<file path="src/hw/pmr_pkg.sv">
/*
 Shared constants, types and decode functions for the power-module
 command-code register bank.
 Assumes a single 20 MHz core clock and an active-low asynchronous reset.
*/
`default_nettype none

package pmr_pkg;

   // Core clock
   localparam int unsigned PMR_CLK_HZ = 20_000_000;

   // Command codes of the bank
   localparam logic [7:0] PMR_CODE_VOUT_FORMAT    = 8'h20;
   localparam logic [7:0] PMR_CODE_OT_FAULT       = 8'h4f;
   localparam logic [7:0] PMR_CODE_OT_ACTION      = 8'h50;
   localparam logic [7:0] PMR_CODE_OT_WARN        = 8'h51;
   localparam logic [7:0] PMR_CODE_UT_WARN        = 8'h52;
   localparam logic [7:0] PMR_CODE_UT_FAULT       = 8'h53;
   localparam logic [7:0] PMR_CODE_UT_ACTION      = 8'h54;
   localparam logic [7:0] PMR_CODE_VIN_HI_FAULT   = 8'h55;
   localparam logic [7:0] PMR_CODE_VIN_HI_ACTION  = 8'h56;
   localparam logic [7:0] PMR_CODE_VIN_HI_WARN    = 8'h57;
   localparam logic [7:0] PMR_CODE_VIN_LO_WARN    = 8'h58;
   localparam logic [7:0] PMR_CODE_VIN_LO_FAULT   = 8'h59;
   localparam logic [7:0] PMR_CODE_VIN_LO_ACTION  = 8'h5a;
   localparam logic [7:0] PMR_CODE_PG_THRESHOLD   = 8'h5e;
   localparam logic [7:0] PMR_CODE_TON_WAIT       = 8'h60;
   localparam logic [7:0] PMR_CODE_TON_RAMP       = 8'h61;
   localparam logic [7:0] PMR_CODE_TOFF_WAIT      = 8'h64;
   localparam logic [7:0] PMR_CODE_TOFF_RAMP      = 8'h65;
   localparam logic [7:0] PMR_CODE_SUMMARY_SHORT  = 8'h78;
   localparam logic [7:0] PMR_CODE_SUMMARY_LONG   = 8'h79;
   localparam logic [7:0] PMR_CODE_VOUT_FLAGS     = 8'h7a;
   localparam logic [7:0] PMR_CODE_IOUT_FLAGS     = 8'h7b;
   localparam logic [7:0] PMR_CODE_INPUT_FLAGS    = 8'h7c;
   localparam logic [7:0] PMR_CODE_TEMP_FLAGS     = 8'h7d;
   localparam logic [7:0] PMR_CODE_CML_FLAGS      = 8'h7e;
   localparam logic [7:0] PMR_CODE_MONITOR_FLAGS  = 8'h80;
   localparam logic [7:0] PMR_CODE_VIN_READING    = 8'h88;
   localparam logic [7:0] PMR_CODE_VOUT_READING   = 8'h8b;
   localparam logic [7:0] PMR_CODE_IOUT_READING   = 8'h8c;
   localparam logic [7:0] PMR_CODE_TEMP_READING   = 8'h8d;
   localparam logic [7:0] PMR_CODE_DUTY_READING   = 8'h94;
   localparam logic [7:0] PMR_CODE_RATE_READING   = 8'h95;

   // Linear mode, exponent -13
   localparam logic [7:0] PMR_VOUT_FORMAT_VALUE = 8'h13;

   // Word register storage: index order
   localparam int unsigned PMR_NUM_WORDS = 13;
   localparam logic [3:0] PMR_IDX_OT_FAULT     = 4'h0;
   localparam logic [3:0] PMR_IDX_OT_WARN      = 4'h1;
   localparam logic [3:0] PMR_IDX_UT_WARN      = 4'h2;
   localparam logic [3:0] PMR_IDX_UT_FAULT     = 4'h3;
   localparam logic [3:0] PMR_IDX_VIN_HI_FAULT = 4'h4;
   localparam logic [3:0] PMR_IDX_VIN_HI_WARN  = 4'h5;
   localparam logic [3:0] PMR_IDX_VIN_LO_WARN  = 4'h6;
   localparam logic [3:0] PMR_IDX_VIN_LO_FAULT = 4'h7;
   localparam logic [3:0] PMR_IDX_PG           = 4'h8;
   localparam logic [3:0] PMR_IDX_TON_WAIT     = 4'h9;
   localparam logic [3:0] PMR_IDX_TON_RAMP     = 4'ha;
   localparam logic [3:0] PMR_IDX_TOFF_WAIT    = 4'hb;
   localparam logic [3:0] PMR_IDX_TOFF_RAMP    = 4'hc;
   localparam logic [3:0] PMR_IDX_NONE         = 4'hf;

   // Index 12 first; the power-good slot is loaded from the strap after reset
   localparam logic [12:0][15:0] PMR_WORD_RESET = {
      16'hd280, 16'hca80, 16'hd280, 16'hca80, 16'h0000, 16'hca00, 16'hca30,
      16'hd34d, 16'hd3a0, 16'he490, 16'he4e0, 16'heb70, 16'hebe8};

   // Fault-action bytes: 0 overheat, 1 cold, 2 input high, 3 input low
   localparam int unsigned PMR_NUM_BYTES = 4;
   localparam logic [2:0] PMR_BIDX_NONE = 3'h7;
   localparam logic [7:0] PMR_ACTION_RESET = 8'h80;
   localparam logic [7:0] PMR_FLAGS_RESET = 8'h00;

   // Comm/memory/logic flag bits raised by refused transactions
   localparam int unsigned PMR_CML_BAD_CODE = 7;
   localparam int unsigned PMR_CML_BAD_DATA = 6;

   // Summary bit positions
   localparam int unsigned PMR_SUM_VOUT_OV = 5;
   localparam int unsigned PMR_SUM_IOUT_OC = 4;
   localparam int unsigned PMR_SUM_VIN_UV  = 3;
   localparam int unsigned PMR_SUM_TEMP    = 2;
   localparam int unsigned PMR_SUM_CML     = 1;
   localparam int unsigned PMR_SUM_OTHER   = 0;
   localparam int unsigned PMR_INPUT_UV_BIT = 4;

   // Edges after reset release before the strap is trusted
   localparam logic [1:0] PMR_INIT_SYNC_CYCLES = 2'd2;

   // Power-good default is 0.9 of the strap: 922/1024
   localparam logic [25:0] PMR_PG_NUM = 26'd922;

   typedef enum logic [1:0] {
      PMR_INIT_WAIT = 2'b00,
      PMR_INIT_LOAD = 2'b01,
      PMR_READY     = 2'b10
   } pmr_init_t;

   typedef struct packed {
      logic        write;
      logic        is_word;
      logic [7:0]  code;
      logic [15:0] data;
   } pmr_req_t;

   typedef struct packed {
      logic        ack;
      logic [15:0] data;
   } pmr_rsp_t;

   typedef struct packed {
      logic [7:0] vout;
      logic [7:0] iout;
      logic [7:0] input_side;
      logic [7:0] temp;
      logic [7:0] cml;
      logic [7:0] monitor;
   } pmr_flags_t;

   typedef struct packed {
      logic [15:0] vin;
      logic [15:0] vout;
      logic [15:0] iout;
      logic [15:0] temp;
      logic [15:0] duty;
      logic [15:0] rate;
   } pmr_telemetry_t;

   function automatic logic [3:0] pmr_word_index(input logic [7:0] code);
      case (code)
         PMR_CODE_OT_FAULT:     return PMR_IDX_OT_FAULT;
         PMR_CODE_OT_WARN:      return PMR_IDX_OT_WARN;
         PMR_CODE_UT_WARN:      return PMR_IDX_UT_WARN;
         PMR_CODE_UT_FAULT:     return PMR_IDX_UT_FAULT;
         PMR_CODE_VIN_HI_FAULT: return PMR_IDX_VIN_HI_FAULT;
         PMR_CODE_VIN_HI_WARN:  return PMR_IDX_VIN_HI_WARN;
         PMR_CODE_VIN_LO_WARN:  return PMR_IDX_VIN_LO_WARN;
         PMR_CODE_VIN_LO_FAULT: return PMR_IDX_VIN_LO_FAULT;
         PMR_CODE_PG_THRESHOLD: return PMR_IDX_PG;
         PMR_CODE_TON_WAIT:     return PMR_IDX_TON_WAIT;
         PMR_CODE_TON_RAMP:     return PMR_IDX_TON_RAMP;
         PMR_CODE_TOFF_WAIT:    return PMR_IDX_TOFF_WAIT;
         PMR_CODE_TOFF_RAMP:    return PMR_IDX_TOFF_RAMP;
         default:               return PMR_IDX_NONE;
      endcase
   endfunction

   function automatic logic [2:0] pmr_byte_index(input logic [7:0] code);
      case (code)
         PMR_CODE_OT_ACTION:     return 3'h0;
         PMR_CODE_UT_ACTION:     return 3'h1;
         PMR_CODE_VIN_HI_ACTION: return 3'h2;
         PMR_CODE_VIN_LO_ACTION: return 3'h3;
         default:                return PMR_BIDX_NONE;
      endcase
   endfunction

   function automatic logic [15:0] pmr_pg_default(input logic [15:0] strap);
      logic [25:0] prod;
      prod = {10'h000, strap} * PMR_PG_NUM;
      return prod[25:10];
   endfunction

endpackage

`default_nettype wire

</file>
<file path="src/hw/pmr_status_flags.sv">
/*
 Sticky category status bytes of the register bank.
 Assumes set pulses come from logic on core_clk; clear_faults is a
 one-cycle pulse from the same domain.
*/
`default_nettype none

module pmr_status_flags
   import pmr_pkg::*;
(
   // Clock and reset
   input  wire logic           core_clk,
   input  wire logic           rst_n,
   // Event sources
   input  wire pmr_pkg::pmr_flags_t set_events,
   input  wire logic [7:0]     cml_set,
   input  wire logic           clear_faults,
   // Held flags
   output var  pmr_pkg::pmr_flags_t flags
);
   import pmr_pkg::*;

   pmr_flags_t set_all;
   pmr_flags_t flags_reg;

   always_comb begin
      set_all     = set_events;
      set_all.cml = set_events.cml | cml_set;
   end

   // A set arriving with the clear survives it
   always_ff @(posedge core_clk or negedge rst_n) begin
      if (!rst_n) begin
         flags_reg <= {6{PMR_FLAGS_RESET}};
      end else if (clear_faults) begin
         flags_reg <= set_all;
      end else begin
         flags_reg <= flags_reg | set_all;
      end
   end

   assign flags = flags_reg;

   a_set_wins_clear: assert property (@(posedge core_clk) disable iff (!rst_n)
      (clear_faults && set_all.temp[0]) |=> flags_reg.temp[0])
      else $error("status set lost against a clear");

endmodule

`default_nettype wire

</file>
<file path="src/hw/pmr_limit_status_map.sv">
/*
 Command-code register bank of a step-down power module: limits, fault
 actions, power-good threshold, sequencing times, status and telemetry.
 Assumes a PMBus framing layer on core_clk hands over one decoded
 transaction per req_valid and accepts one response per rsp_valid.
*/
// Contract
// - Code 4Fh: read/write overheat fault word, reset EBE8h.
// - Fault-action bytes 50h, 54h, 56h, 5Ah read/write, reset 80h.
// - Code 51h: read/write overheat warning word, reset EB70h.
// - Code 52h: read/write cold warning word, reset E4E0h.
// - Code 53h: read/write cold fault word, reset E490h.
// - Code 55h: read/write input high fault word, reset D3A0h.
// - Code 57h: read/write input high warning word, reset D34Dh.
// - Input low warning 58h resets CA30h, fault 59h resets CA00h.
// - Code 5Eh: read/write power-good word, default 0.9 of strapped output.
// - Code 60h: read/write turn-on wait word, reset CA80h.
// - Code 61h: read/write turn-on ramp word, reset D280h.
// - Code 64h: read/write turn-off wait word, reset CA80h.
// - Code 65h: read/write turn-off ramp word, reset D280h.
// - Code 78h read as byte gives short fault summary, 00h after reset.
// - Code 79h read as word gives long fault summary, 0000h after reset.
// - Category status bytes 7Ah-7Eh and 80h are read-only, reset 00h.
// - Input voltage word at 88h, output voltage word at 8Bh, read-only.
// - Current 8Ch, temperature 8Dh, duty 94h, frequency 95h read-only words.
// - Output voltage format byte reads 13h: linear, exponent -13.
`default_nettype none

module pmr_limit_status_map
   import pmr_pkg::*;
(
   // Clock and reset
   input  wire logic                  core_clk,
   input  wire logic                  rst_n,
   // Transaction request
   input  wire logic                  req_valid,
   input  wire pmr_pkg::pmr_req_t     req,
   output logic                       req_ready,
   // Transaction response
   output logic                       rsp_valid,
   output pmr_pkg::pmr_rsp_t          rsp,
   // Fault sources and clearing
   input  wire pmr_pkg::pmr_flags_t   fault_events,
   input  wire logic                  clear_faults,
   // Measurements and strap
   input  wire pmr_pkg::pmr_telemetry_t telemetry,
   input  wire logic [15:0]           vout_strap,
   // Configuration toward the power stage
   output logic [12:0][15:0]          limit_words,
   output logic [3:0][7:0]            action_bytes,
   output logic                       power_good
);
   import pmr_pkg::*;

   pmr_init_t       init_state_reg;
   logic [1:0]      init_cnt_reg;
   logic [15:0]     strap_meta_reg;
   logic [15:0]     strap_sync_reg;
   logic            req_ready_reg;
   logic            rsp_valid_reg;
   pmr_rsp_t        rsp_reg;
   logic [12:0][15:0] words_reg;
   logic [3:0][7:0] bytes_reg;
   pmr_telemetry_t  telemetry_reg;
   logic            power_good_reg;
   pmr_flags_t      flags;
   logic [7:0]      summary_short;
   logic [15:0]     summary_long;
   logic [3:0]      widx;
   logic [2:0]      bidx;
   logic            rd_known;
   logic            rd_word;
   logic            rd_ro;
   logic [15:0]     rd_data;
   logic            take;
   logic            ok;
   logic [7:0]      cml_set;

   // Strap is a static pin level; synchronised before use
   always_ff @(posedge core_clk or negedge rst_n) begin
      if (!rst_n) begin
         strap_meta_reg <= 16'h0000;
         strap_sync_reg <= 16'h0000;
      end else begin
         strap_meta_reg <= vout_strap;
         strap_sync_reg <= strap_meta_reg;
      end
   end

   // Start-up: wait for the strap, load the power-good default, then serve
   always_ff @(posedge core_clk or negedge rst_n) begin
      if (!rst_n) begin
         init_state_reg <= PMR_INIT_WAIT;
         init_cnt_reg   <= 2'd0;
      end else begin
         case (init_state_reg)
            PMR_INIT_WAIT: begin
               if (init_cnt_reg == PMR_INIT_SYNC_CYCLES) begin
                  init_state_reg <= PMR_INIT_LOAD;
               end else begin
                  init_cnt_reg <= init_cnt_reg + 2'd1;
               end
            end
            PMR_INIT_LOAD: begin
               init_state_reg <= PMR_READY;
            end
            PMR_READY: begin
               init_state_reg <= PMR_READY;
            end
            default: begin
               init_state_reg <= PMR_INIT_WAIT;
            end
         endcase
      end
   end

   // Nothing is accepted until every default is in place
   always_ff @(posedge core_clk or negedge rst_n) begin
      if (!rst_n) begin
         req_ready_reg <= 1'b0;
      end else begin
         req_ready_reg <= (init_state_reg != PMR_INIT_WAIT);
      end
   end

   assign take = req_valid && req_ready_reg;

   // Summaries are derived from held flags, so they clear with them
   always_comb begin
      summary_short = 8'h00;
      summary_short[PMR_SUM_VOUT_OV] = flags.vout[7];
      summary_short[PMR_SUM_IOUT_OC] = flags.iout[7];
      summary_short[PMR_SUM_VIN_UV]  = flags.input_side[PMR_INPUT_UV_BIT];
      summary_short[PMR_SUM_TEMP]    = |flags.temp;
      summary_short[PMR_SUM_CML]     = |flags.cml;
      summary_short[PMR_SUM_OTHER]   = |flags.monitor;
      summary_long = {|flags.vout, |flags.iout, |flags.input_side, |flags.monitor,
                      4'h0, summary_short};
   end

   // Read and access decode
   always_comb begin
      widx     = pmr_word_index(req.code);
      bidx     = pmr_byte_index(req.code);
      rd_known = 1'b1;
      rd_word  = 1'b1;
      rd_ro    = 1'b1;
      rd_data  = 16'h0000;
      if (widx != PMR_IDX_NONE) begin
         rd_ro   = 1'b0;
         rd_data = words_reg[widx];
      end else if (bidx != PMR_BIDX_NONE) begin
         rd_ro   = 1'b0;
         rd_word = 1'b0;
         rd_data = {8'h00, bytes_reg[bidx]};
      end else begin
         case (req.code)
            PMR_CODE_VOUT_FORMAT: begin
               rd_word = 1'b0;
               rd_data = {8'h00, PMR_VOUT_FORMAT_VALUE};
            end
            PMR_CODE_SUMMARY_SHORT: begin
               rd_word = 1'b0;
               rd_data = {8'h00, summary_short};
            end
            PMR_CODE_SUMMARY_LONG:  rd_data = summary_long;
            PMR_CODE_VOUT_FLAGS: begin
               rd_word = 1'b0;
               rd_data = {8'h00, flags.vout};
            end
            PMR_CODE_IOUT_FLAGS: begin
               rd_word = 1'b0;
               rd_data = {8'h00, flags.iout};
            end
            PMR_CODE_INPUT_FLAGS: begin
               rd_word = 1'b0;
               rd_data = {8'h00, flags.input_side};
            end
            PMR_CODE_TEMP_FLAGS: begin
               rd_word = 1'b0;
               rd_data = {8'h00, flags.temp};
            end
            PMR_CODE_CML_FLAGS: begin
               rd_word = 1'b0;
               rd_data = {8'h00, flags.cml};
            end
            PMR_CODE_MONITOR_FLAGS: begin
               rd_word = 1'b0;
               rd_data = {8'h00, flags.monitor};
            end
            PMR_CODE_VIN_READING:  rd_data = telemetry_reg.vin;
            PMR_CODE_VOUT_READING: rd_data = telemetry_reg.vout;
            PMR_CODE_IOUT_READING: rd_data = telemetry_reg.iout;
            PMR_CODE_TEMP_READING: rd_data = telemetry_reg.temp;
            PMR_CODE_DUTY_READING: rd_data = telemetry_reg.duty;
            PMR_CODE_RATE_READING: rd_data = telemetry_reg.rate;
            default: begin
               rd_known = 1'b0;
            end
         endcase
      end
   end

   // A wrong transfer size or a write to a read-only code is refused
   assign ok = rd_known && (req.is_word == rd_word) && !(req.write && rd_ro);

   always_comb begin
      cml_set = 8'h00;
      cml_set[PMR_CML_BAD_CODE] = take && !rd_known;
      cml_set[PMR_CML_BAD_DATA] = take && rd_known && !ok;
   end

   // Response is answered one edge after acceptance
   always_ff @(posedge core_clk or negedge rst_n) begin
      if (!rst_n) begin
         rsp_valid_reg <= 1'b0;
         rsp_reg       <= '0;
      end else begin
         rsp_valid_reg <= take;
         if (take) begin
            rsp_reg.ack  <= ok;
            rsp_reg.data <= (ok && !req.write) ? rd_data : 16'h0000;
         end
      end
   end

   // Limit and timing words; power-good slot loaded once from the strap
   always_ff @(posedge core_clk or negedge rst_n) begin
      if (!rst_n) begin
         words_reg <= PMR_WORD_RESET;
      end else if (init_state_reg == PMR_INIT_LOAD) begin
         words_reg[PMR_IDX_PG] <= pmr_pg_default(strap_sync_reg);
      end else if (take && ok && req.write && (widx != PMR_IDX_NONE)) begin
         words_reg[widx] <= req.data;
      end
   end

   always_ff @(posedge core_clk or negedge rst_n) begin
      if (!rst_n) begin
         bytes_reg <= {PMR_NUM_BYTES{PMR_ACTION_RESET}};
      end else if (take && ok && req.write && (bidx != PMR_BIDX_NONE)) begin
         bytes_reg[bidx] <= req.data[7:0];
      end
   end

   always_ff @(posedge core_clk or negedge rst_n) begin
      if (!rst_n) begin
         telemetry_reg <= '0;
      end else begin
         telemetry_reg <= telemetry;
      end
   end

   // Both words share the exponent, so a plain unsigned compare suffices
   always_ff @(posedge core_clk or negedge rst_n) begin
      if (!rst_n) begin
         power_good_reg <= 1'b0;
      end else begin
         power_good_reg <= req_ready_reg && (telemetry_reg.vout >= words_reg[PMR_IDX_PG]);
      end
   end

   pmr_status_flags u_flags (
      .core_clk     (core_clk),
      .rst_n        (rst_n),
      .set_events   (fault_events),
      .cml_set      (cml_set),
      .clear_faults (clear_faults),
      .flags        (flags)
   );

   assign req_ready    = req_ready_reg;
   assign rsp_valid    = rsp_valid_reg;
   assign rsp          = rsp_reg;
   assign limit_words  = words_reg;
   assign action_bytes = bytes_reg;
   assign power_good   = power_good_reg;

   a_ot_fault_reset: assert property (@(posedge core_clk) disable iff (!rst_n)
      (init_state_reg == PMR_INIT_WAIT) |-> (words_reg[PMR_IDX_OT_FAULT] == 16'hebe8))
      else $error("overheat fault word not at its default");

   a_action_reset: assert property (@(posedge core_clk) disable iff (!rst_n)
      (init_state_reg == PMR_INIT_WAIT) |-> (bytes_reg == {4{8'h80}}))
      else $error("fault action bytes not at their default");

   a_limit_resets: assert property (@(posedge core_clk) disable iff (!rst_n)
      (init_state_reg == PMR_INIT_WAIT) |->
      (words_reg[PMR_IDX_OT_WARN] == 16'heb70) && (words_reg[PMR_IDX_UT_FAULT] == 16'he490)
      && (words_reg[PMR_IDX_VIN_LO_WARN] == 16'hca30)
      && (words_reg[PMR_IDX_VIN_LO_FAULT] == 16'hca00))
      else $error("limit word not at its default");

   a_timing_resets: assert property (@(posedge core_clk) disable iff (!rst_n)
      (init_state_reg == PMR_INIT_WAIT) |->
      (words_reg[PMR_IDX_TON_WAIT] == 16'hca80) && (words_reg[PMR_IDX_TOFF_RAMP] == 16'hd280))
      else $error("sequencing word not at its default");

   a_pg_load: assert property (@(posedge core_clk) disable iff (!rst_n)
      (init_state_reg == PMR_INIT_LOAD) |=>
      (words_reg[PMR_IDX_PG] == pmr_pg_default($past(strap_sync_reg))) && req_ready_reg)
      else $error("power-good default not loaded from strap");

   a_ready_gated: assert property (@(posedge core_clk) disable iff (!rst_n)
      $rose(req_ready_reg) |-> ($past(init_state_reg) == PMR_INIT_LOAD))
      else $error("requests accepted before defaults loaded");

   a_write_lands: assert property (@(posedge core_clk) disable iff (!rst_n)
      (take && req.write && req.is_word && req.code == PMR_CODE_OT_FAULT) |=>
      rsp_valid_reg && rsp_reg.ack && (words_reg[PMR_IDX_OT_FAULT] == $past(req.data)))
      else $error("word write did not land");

   a_ro_refused: assert property (@(posedge core_clk) disable iff (!rst_n)
      (take && req.write && req.code == PMR_CODE_TEMP_FLAGS) |=>
      !rsp_reg.ack ##1 flags.cml[PMR_CML_BAD_DATA])
      else $error("write to read-only code not refused");

   a_short_summary: assert property (@(posedge core_clk) disable iff (!rst_n)
      (take && !req.write && !req.is_word && req.code == PMR_CODE_SUMMARY_SHORT) |=>
      rsp_reg.ack && (rsp_reg.data == {8'h00, $past(summary_short)}))
      else $error("short summary read mismatch");

   a_vin_read: assert property (@(posedge core_clk) disable iff (!rst_n)
      (take && !req.write && req.is_word && req.code == PMR_CODE_VIN_READING) |=>
      rsp_reg.ack && (rsp_reg.data == $past(telemetry_reg.vin)))
      else $error("input voltage read mismatch");

   a_format_read: assert property (@(posedge core_clk) disable iff (!rst_n)
      (take && !req.write && !req.is_word && req.code == PMR_CODE_VOUT_FORMAT) |=>
      rsp_reg.ack && (rsp_reg.data == 16'h0013))
      else $error("output voltage format read mismatch");

   c_summary_read: cover property (@(posedge core_clk) disable iff (!rst_n)
      take && !req.write && req.code == PMR_CODE_SUMMARY_LONG);
   c_limit_write: cover property (@(posedge core_clk) disable iff (!rst_n)
      take && req.write && req.code == PMR_CODE_TON_WAIT);
   c_refused: cover property (@(posedge core_clk) disable iff (!rst_n)
      rsp_valid_reg && !rsp_reg.ack);

endmodule

`default_nettype wire

</file>
<file path="config.mk">
export PLATFORM = sky130hd
export DESIGN_NAME = pmr_limit_status_map
export DESIGN_NICKNAME = d
export VERILOG_FILES = /design/src/hw/pmr_pkg.sv /design/src/hw/pmr_status_flags.sv /design/src/hw/pmr_limit_status_map.sv
export SDC_FILE = /design/constraint.sdc
export NUM_CORES = 1
export LEC_CHECK = 0
export BUFFER_PORTS_ARGS = -buffer_cell sky130_fd_sc_hd__clkbuf_2
export CAP_MARGIN = 25
export CORE_ASPECT_RATIO = 0.9
export CORE_MARGIN = 1.5
export CORE_UTILIZATION = 45
export CTS_CLUSTER_DIAMETER = 200
export DETAILED_ROUTE_END_ITERATION = 16
export PLACE_DENSITY = 0.81
export SETUP_SLACK_MARGIN = 0.02
export SKIP_LAST_GASP = 1
export SLEW_MARGIN = 20
export SYNTH_ARGS = -nofsm -noshare
export SYNTH_HDL_FRONTEND = slang
export SYNTH_HIERARCHICAL = 1
export SYNTH_SLANG_ARGS = --single-unit
export TNS_END_PERCENT = 1
</file>
<file path="constraint.sdc">
create_clock -name core_clk -period 4.4 [get_ports core_clk]
set_input_delay 0.44 -clock core_clk [delete_from_list [all_inputs] [get_ports core_clk]]
set_output_delay 0.44 -clock core_clk [all_outputs]
set_load 0.03 [all_outputs]
</file>
# --- Word level (Yosys, flattened, before mapping) ---
# Cells that the tools add are included.
op_classes:
  multipliers: 1
  muxes: 29
  n_bitwise: 4
  eq_ne: 39
  reduce_logical: 33
  addsub: 1
  order_cmp: 5
ops:
  columns: ["op", "count"]
  rows:
  - ["one-hot mux 16 bit (15 select lines)", 1]
  - ["bitwise mux 208 bit", 1]
  - ["equality test 8 x 7 -> 1 bit (second input constant)", 24]
  - ["two-way mux 144 bit", 1]
  - ["two-way mux 16 bit", 6]
  - ["binary-select mux 16 bit (select 4 bit)", 1]
  - ["demux 16 bit (select 4 bit)", 1]
  - ["equality test 8 bit (second input constant)", 7]
  - ["OR reduction 8 bit", 7]
  - ["one-hot mux 4 bit (13 select lines)", 1]
  - ["two-way mux 48 bit", 1]
  - ["bitwise OR 48 bit", 1]
  - ["bitwise mux 32 bit", 1]
  - ["multiplier 16 x 9 -> 25 bit (second input constant)", 1]
  - ["binary-select mux 8 bit (select 2 bit)", 1]
  - ["demux 8 bit (select 2 bit)", 1]
  - ["greater-or-equal comparator 16 bit", 1]
  - ["two-way mux 8 bit", 2]
  - ["logical AND 1 bit", 15]
  - ["OR reduction 15 bit", 1]
  - ["one-hot mux 3 bit (4 select lines)", 1]
  - ["equality test 8 x 6 -> 1 bit (second input constant)", 1]
  - ["two-way mux 1 bit", 8]
  - ["bitwise OR 8 bit", 1]
  - ["other kinds (19)", 26]
word_totals:
  ff_bits: 440
  input_bits: 190
  out_inout_bits: 260

# --- Logic depth before layout (Yosys ltp) ---
logic_depth:
  word_depth: 13
  mapped_depth: 16
  mapped_depth_nobuf: 16

# --- By module ---
# Netlist, hierarchy kept.
modules_own_cells:
  columns: ["module", "instances", "cells_per_inst", "area_each_um2", "seq_area_each_um2"]
  rows:
  - ["pmr_limit_status_map", 1, 1747, 20599.8, 9912.0]
  - ["pmr_status_flags", 1, 102, 1619.1, 1201.2]

# --- Least setup slack after synthesis ---
# No wires, ideal clock.
synth_path:
  path_type: "reg2reg"
  start: "register strap_sync_reg[2]"
  end: "register words_reg (netlist bit limit_words[135])"
  t_arrival_ns: 4.433
  path_stages_with_launch: 17
  synth_period_minus_slack_ns: 4.574
  slack_ns: -0.174
  t_required_ns: 4.259
  cell_sequence: "dfrtp_1 -> inv_1 -> fa_1 -> inv_1 -> fa_1 -> inv_1 -> fa_1 -> fa_1 -> inv_1 -> ha_1 -> nand2_1 -> a2111oi_0 -> o21ai_0 -> o21ai_0 -> a21o_1 -> xnor2_1 -> mux2i_1"
synth_between:
  elab_chain_len: 2
synth_lines:
  columns: ["element", "line_no", "source"]
  rows:
  - ["from (decl)", "pmr_limit_status_map.sv:58", "logic [15:0] strap_sync_reg;"]
  - ["from (signal assigned)", "pmr_limit_status_map.sv:86", "strap_sync_reg <= strap_meta_reg;"]
  - ["multiplier 16 x 9 -> 25 bit", "pmr_pkg.sv:164", "prod = {10'h000, strap} * PMR_PG_NUM;"]
  - ["two-way mux 16 bit", "pmr_limit_status_map.sv:231", "end else if (init_state_reg == PMR_INIT_LOAD) begin"]
  - ["to (signal, indexed assignment)", "pmr_limit_status_map.sv:232", "words_reg[PMR_IDX_PG] <= pmr_pg_default(strap_sync_reg);"]
  - ["to (signal, indexed assignment)", "pmr_limit_status_map.sv:234", "words_reg[widx] <= req.data;"]
  - ["to (decl)", "pmr_limit_status_map.sv:62", "logic [12:0][15:0] words_reg;"]
# No other way between the ends.
# A chain may end at the register's enable or synchronous reset.

# --- Final worst setup path ---
layout_path:
  start: "register strap_sync_reg[1]"
  end: "register words_reg (netlist bit limit_words[142])"
# The elaborated chain is that of the path after synthesis.

==> results.cfg <==
[outcome]
status = complete, but fails checks
violations = setup timing

[synthesis]
synth-seq-cells = 440
ys.flop_type = dfrtp_1
synth_area_leaders = dfrtp_1 40%, mux2_2 11%, dfstp_2 9.7%
syn_inst = 1849
syn_area_mm2 = 0.0222
synth-edff-count = 0
yosysMostFrequentCell = dfrtp_1
synth_area_leader_cell = dfrtp_1
yosysTopAreaCellShare_pct = 40.3
synthArstFlopShare_pct = 100
synthDistinctLibCells = 85
ys_seq_area_share_pct = 50.0
synth_commonest_cells = 358 x dfrtp_1, 216 x mux2_2, 155 x inv_1, 89 x ha_1, 82 x dfstp_2
yosys_warnings = 6
avgSynthCellArea_um2 = 12.0

[clock_tree]
cts_tree = done
clock-sinks = 440
cts_made_buffers = 47
clock_path_buffers = 3
root_buffer = clkbuf_16
clk-insertion-delay-late_ns = 0.59
htree_levels = 2
clk_pin_slew_ns = 0.07

[critical_path]
critPathLaunchType = register
required_ns = 4.85
cp-end-kind = register
critical_path_arrival_ns = 4.88
cp_max_fo = 3
timing_worst_setup_path_type = register to register
crit_start = strap_sync_reg[1]
r2r_start = strap_sync_reg[1]

[layout]
fill_cells = 3929
drive_gt1_share_pct = 39.1
largest_reg_flops = 208
design_area_mm2 = 0.0285
multi_input_comb_area_mm2 = 0.0102
seq_area_mm2 = 0.0111
fin_nets = 2779
area_growth_pct = 28.1

[hold_path]
hold_path_class = input pin to register
hold_path.startpoint = fault_events[30]

[grt]
grt_use_met1_pct = 39.4
grt-busiest-layer = met2
grt_max_degree = 119
grt_use_met2_pct = 50.0
gr-total-overflow = 0
first_global_vias = 19200
met3_usage_pct = 7.66
grt_usage_pct = 31.4
grt_pass1_wl_um = 119000
antenna_found_initial = 8

[placement]
gp_congestion = 0.941
numPortBuffers = 449
dp_hpwl_um = 57800
placed_cell_area_mm2 = 0.0256
post-place-ws_ns = -0.0523

[floorplanning]
fp-row-count = 77
core_area_mm2 = 0.0489
dieArea_mm2 = 0.0507
ios = 450
die_w_um = 237
start_util_pct = 45.4
die_h_um = 214

[power_and_ir_drop]
p_comb_share_pct = 24.2
p_int_w = 0.00792
switching_power_w = 0.00361
power.share.sequential_pct = 39.3
clockPowerShare_pct = 36.5
p_per_area_mw_per_mm2 = 405
sw_frac_of_total_pct = 31.3
ir_drop_uv = 393
leakagePower_nw = 14.0

[detailed_routing]
routed_wl_um = 80900
vias = 18600
route.detailed.drc = 0
dr.pass1.iters = 8
first_iter_violations = 1885
vias_per_cell = 5.97
wl_per_cell_um = 25.9
antenna_left = 0

[sta]
slew_headroom_pct = 27.0
fmax_mhz = 226
period_needed_ns = 4.43
setup_viol = 1
drv_slew = 0
setup_slack_ns = -0.0333
tightest_slew_ns = 1.09
hold_viol = 0
timing.final.crit_share_pct = 101
fin_skew_ns = 0.0233
rsz0062_at_grt = yes

[run]
maxCapViolations = 0
==> layout make-up <==
type	count	area share [%]
antenna	5	0.0439
clock buffer	68	4.94
clock inverter	16	0.773
inverter	156	2.06
multi-input combinational	1151	35.9
sequential	440	39.0
tap	632	2.78
timing repair buffer	654	14.5
==> stage by stage <==
stage          utilization [%]  power [W]  hold slack (ns)  instances  TNS (ns)
6_report                  58.2     0.0115           0.0279       3122   -0.0333
3_5_place_dp              52.3    0.00709            0.335       2918   -0.0905
2_1_floorplan                -    0.00598            0.144       1854         0
4_1_cts                   57.9     0.0114          0.00122       3115  -0.00577
3_3_place_gp              52.3    0.00701            0.336       2918         0
5_1_grt                   58.2     0.0121           0.0226       3121    -0.950
==> layout by cell type (no fill, tap or decap), types with 10 or more instances in the layout <==
cell / instances
nor3_2: 11
o21ai_0: 44
a21o_1: 60
o22ai_1: 17
inv_1: 150
a221oi_1: 32
mux2_2: 216
a211oi_1: 13
dfrtp_1: 358
nor3_1: 29
o211ai_1: 15
mux2i_1: 74
ha_1: 86
a21oi_1: 23
mux2_1: 10
nand4_1: 13
nand2b_1: 16
dfstp_2: 82
a32oi_1: 10
a31oi_1: 12
clkbuf_16: 49
dlygate4sd3_1: 113
a222oi_1: 15
fa_1: 49
nand2_1: 75
nor2_1: 74
clkbuf_8: 11
nor4_1: 19
clkbuf_2: 448
xor2_1: 11
nand3_1: 31
buf_4: 88
a22oi_1: 29
==> critical path, cell delays in order, from the launching register on <==
cell,delay [ns]
dfrtp_1,0.41
inv_2,0.06
fa_1,0.55
inv_1,0.05
fa_1,0.47
inv_1,0.05
fa_2,0.52
fa_1,0.42
inv_2,0.08
ha_4,0.20
nand2_2,0.08
buf_4,0.11
o211ai_1,0.16
o211ai_1,0.26
o211ai_1,0.19
a211oi_2,0.29
buf_4,0.16
xor2_1,0.14
mux2i_1,0.08
==> path summary, 6_finish.rpt <==
kind,slack (ns),cells after the start,endpoint
max in group asynchronous,2.78,3,limit_words[101]
hold / removal,0.03,2,u_flags/flags[30]
min in group asynchronous,0.51,2,u_flags/flags[32]
hold reg to reg,0.35,0,strap_sync_reg[14]
setup / recovery,-0.03,18,limit_words[142]
setup reg to reg,-0.03,18,limit_words[142]
==> timing repair <==
item,in CTS,in global routing
setup buffers,0,2
gates resized for setup,1,20
hold buffers,113,0
hold endpoints to repair,137,0
endpoints found under the setup margin,6,11
gates cloned,0,0
pin swaps,0,6
==> power groups by stage <==
stage | Combinational (W) | Clock, W | Sequential [W]
2_1_floorplan | 0.00140 | 0 | 0.00458
3_3_place_gp | 0.00241 | 0 | 0.00460
3_5_place_dp | 0.00250 | 0 | 0.00460
4_1_cts | 0.00260 | 0.00425 | 0.00453
5_1_grt | 0.00308 | 0.00443 | 0.00454
6_report | 0.00280 | 0.00421 | 0.00453
==> logic make-up after synthesis <==
| kind of cell | after synthesis | share of synthesized area (%) |
|---|---|---|
| DFF | 440 | 50.0 |
| xor gates and xnor gates | 20 | 0.788 |
| and+or+nand+nor | 341 | 8.50 |
| buffers and inverters | 263 | 4.81 |
| adders and majority gates | 139 | 9.52 |
| other | 1 | 0.0169 |
| muxes | 300 | 14.8 |
| AOI/OAI and AO/OA | 345 | 11.6 |
==> layer usage <==
| metal | wire [um] | up-vias | part of all wire (%) |
|---|---|---|---|
| li1 | - | 7895 | - |
| met5 | 33 | - | 0.041 |
| met4 | 4740 | 6 | 5.9 |
| met2 | 37600 | 1138 | 46 |
| met1 | 31000 | 9302 | 38 |
| met3 | 7520 | 294 | 9.3 |
No activity file was read; power rests on OpenSTA's default activity.
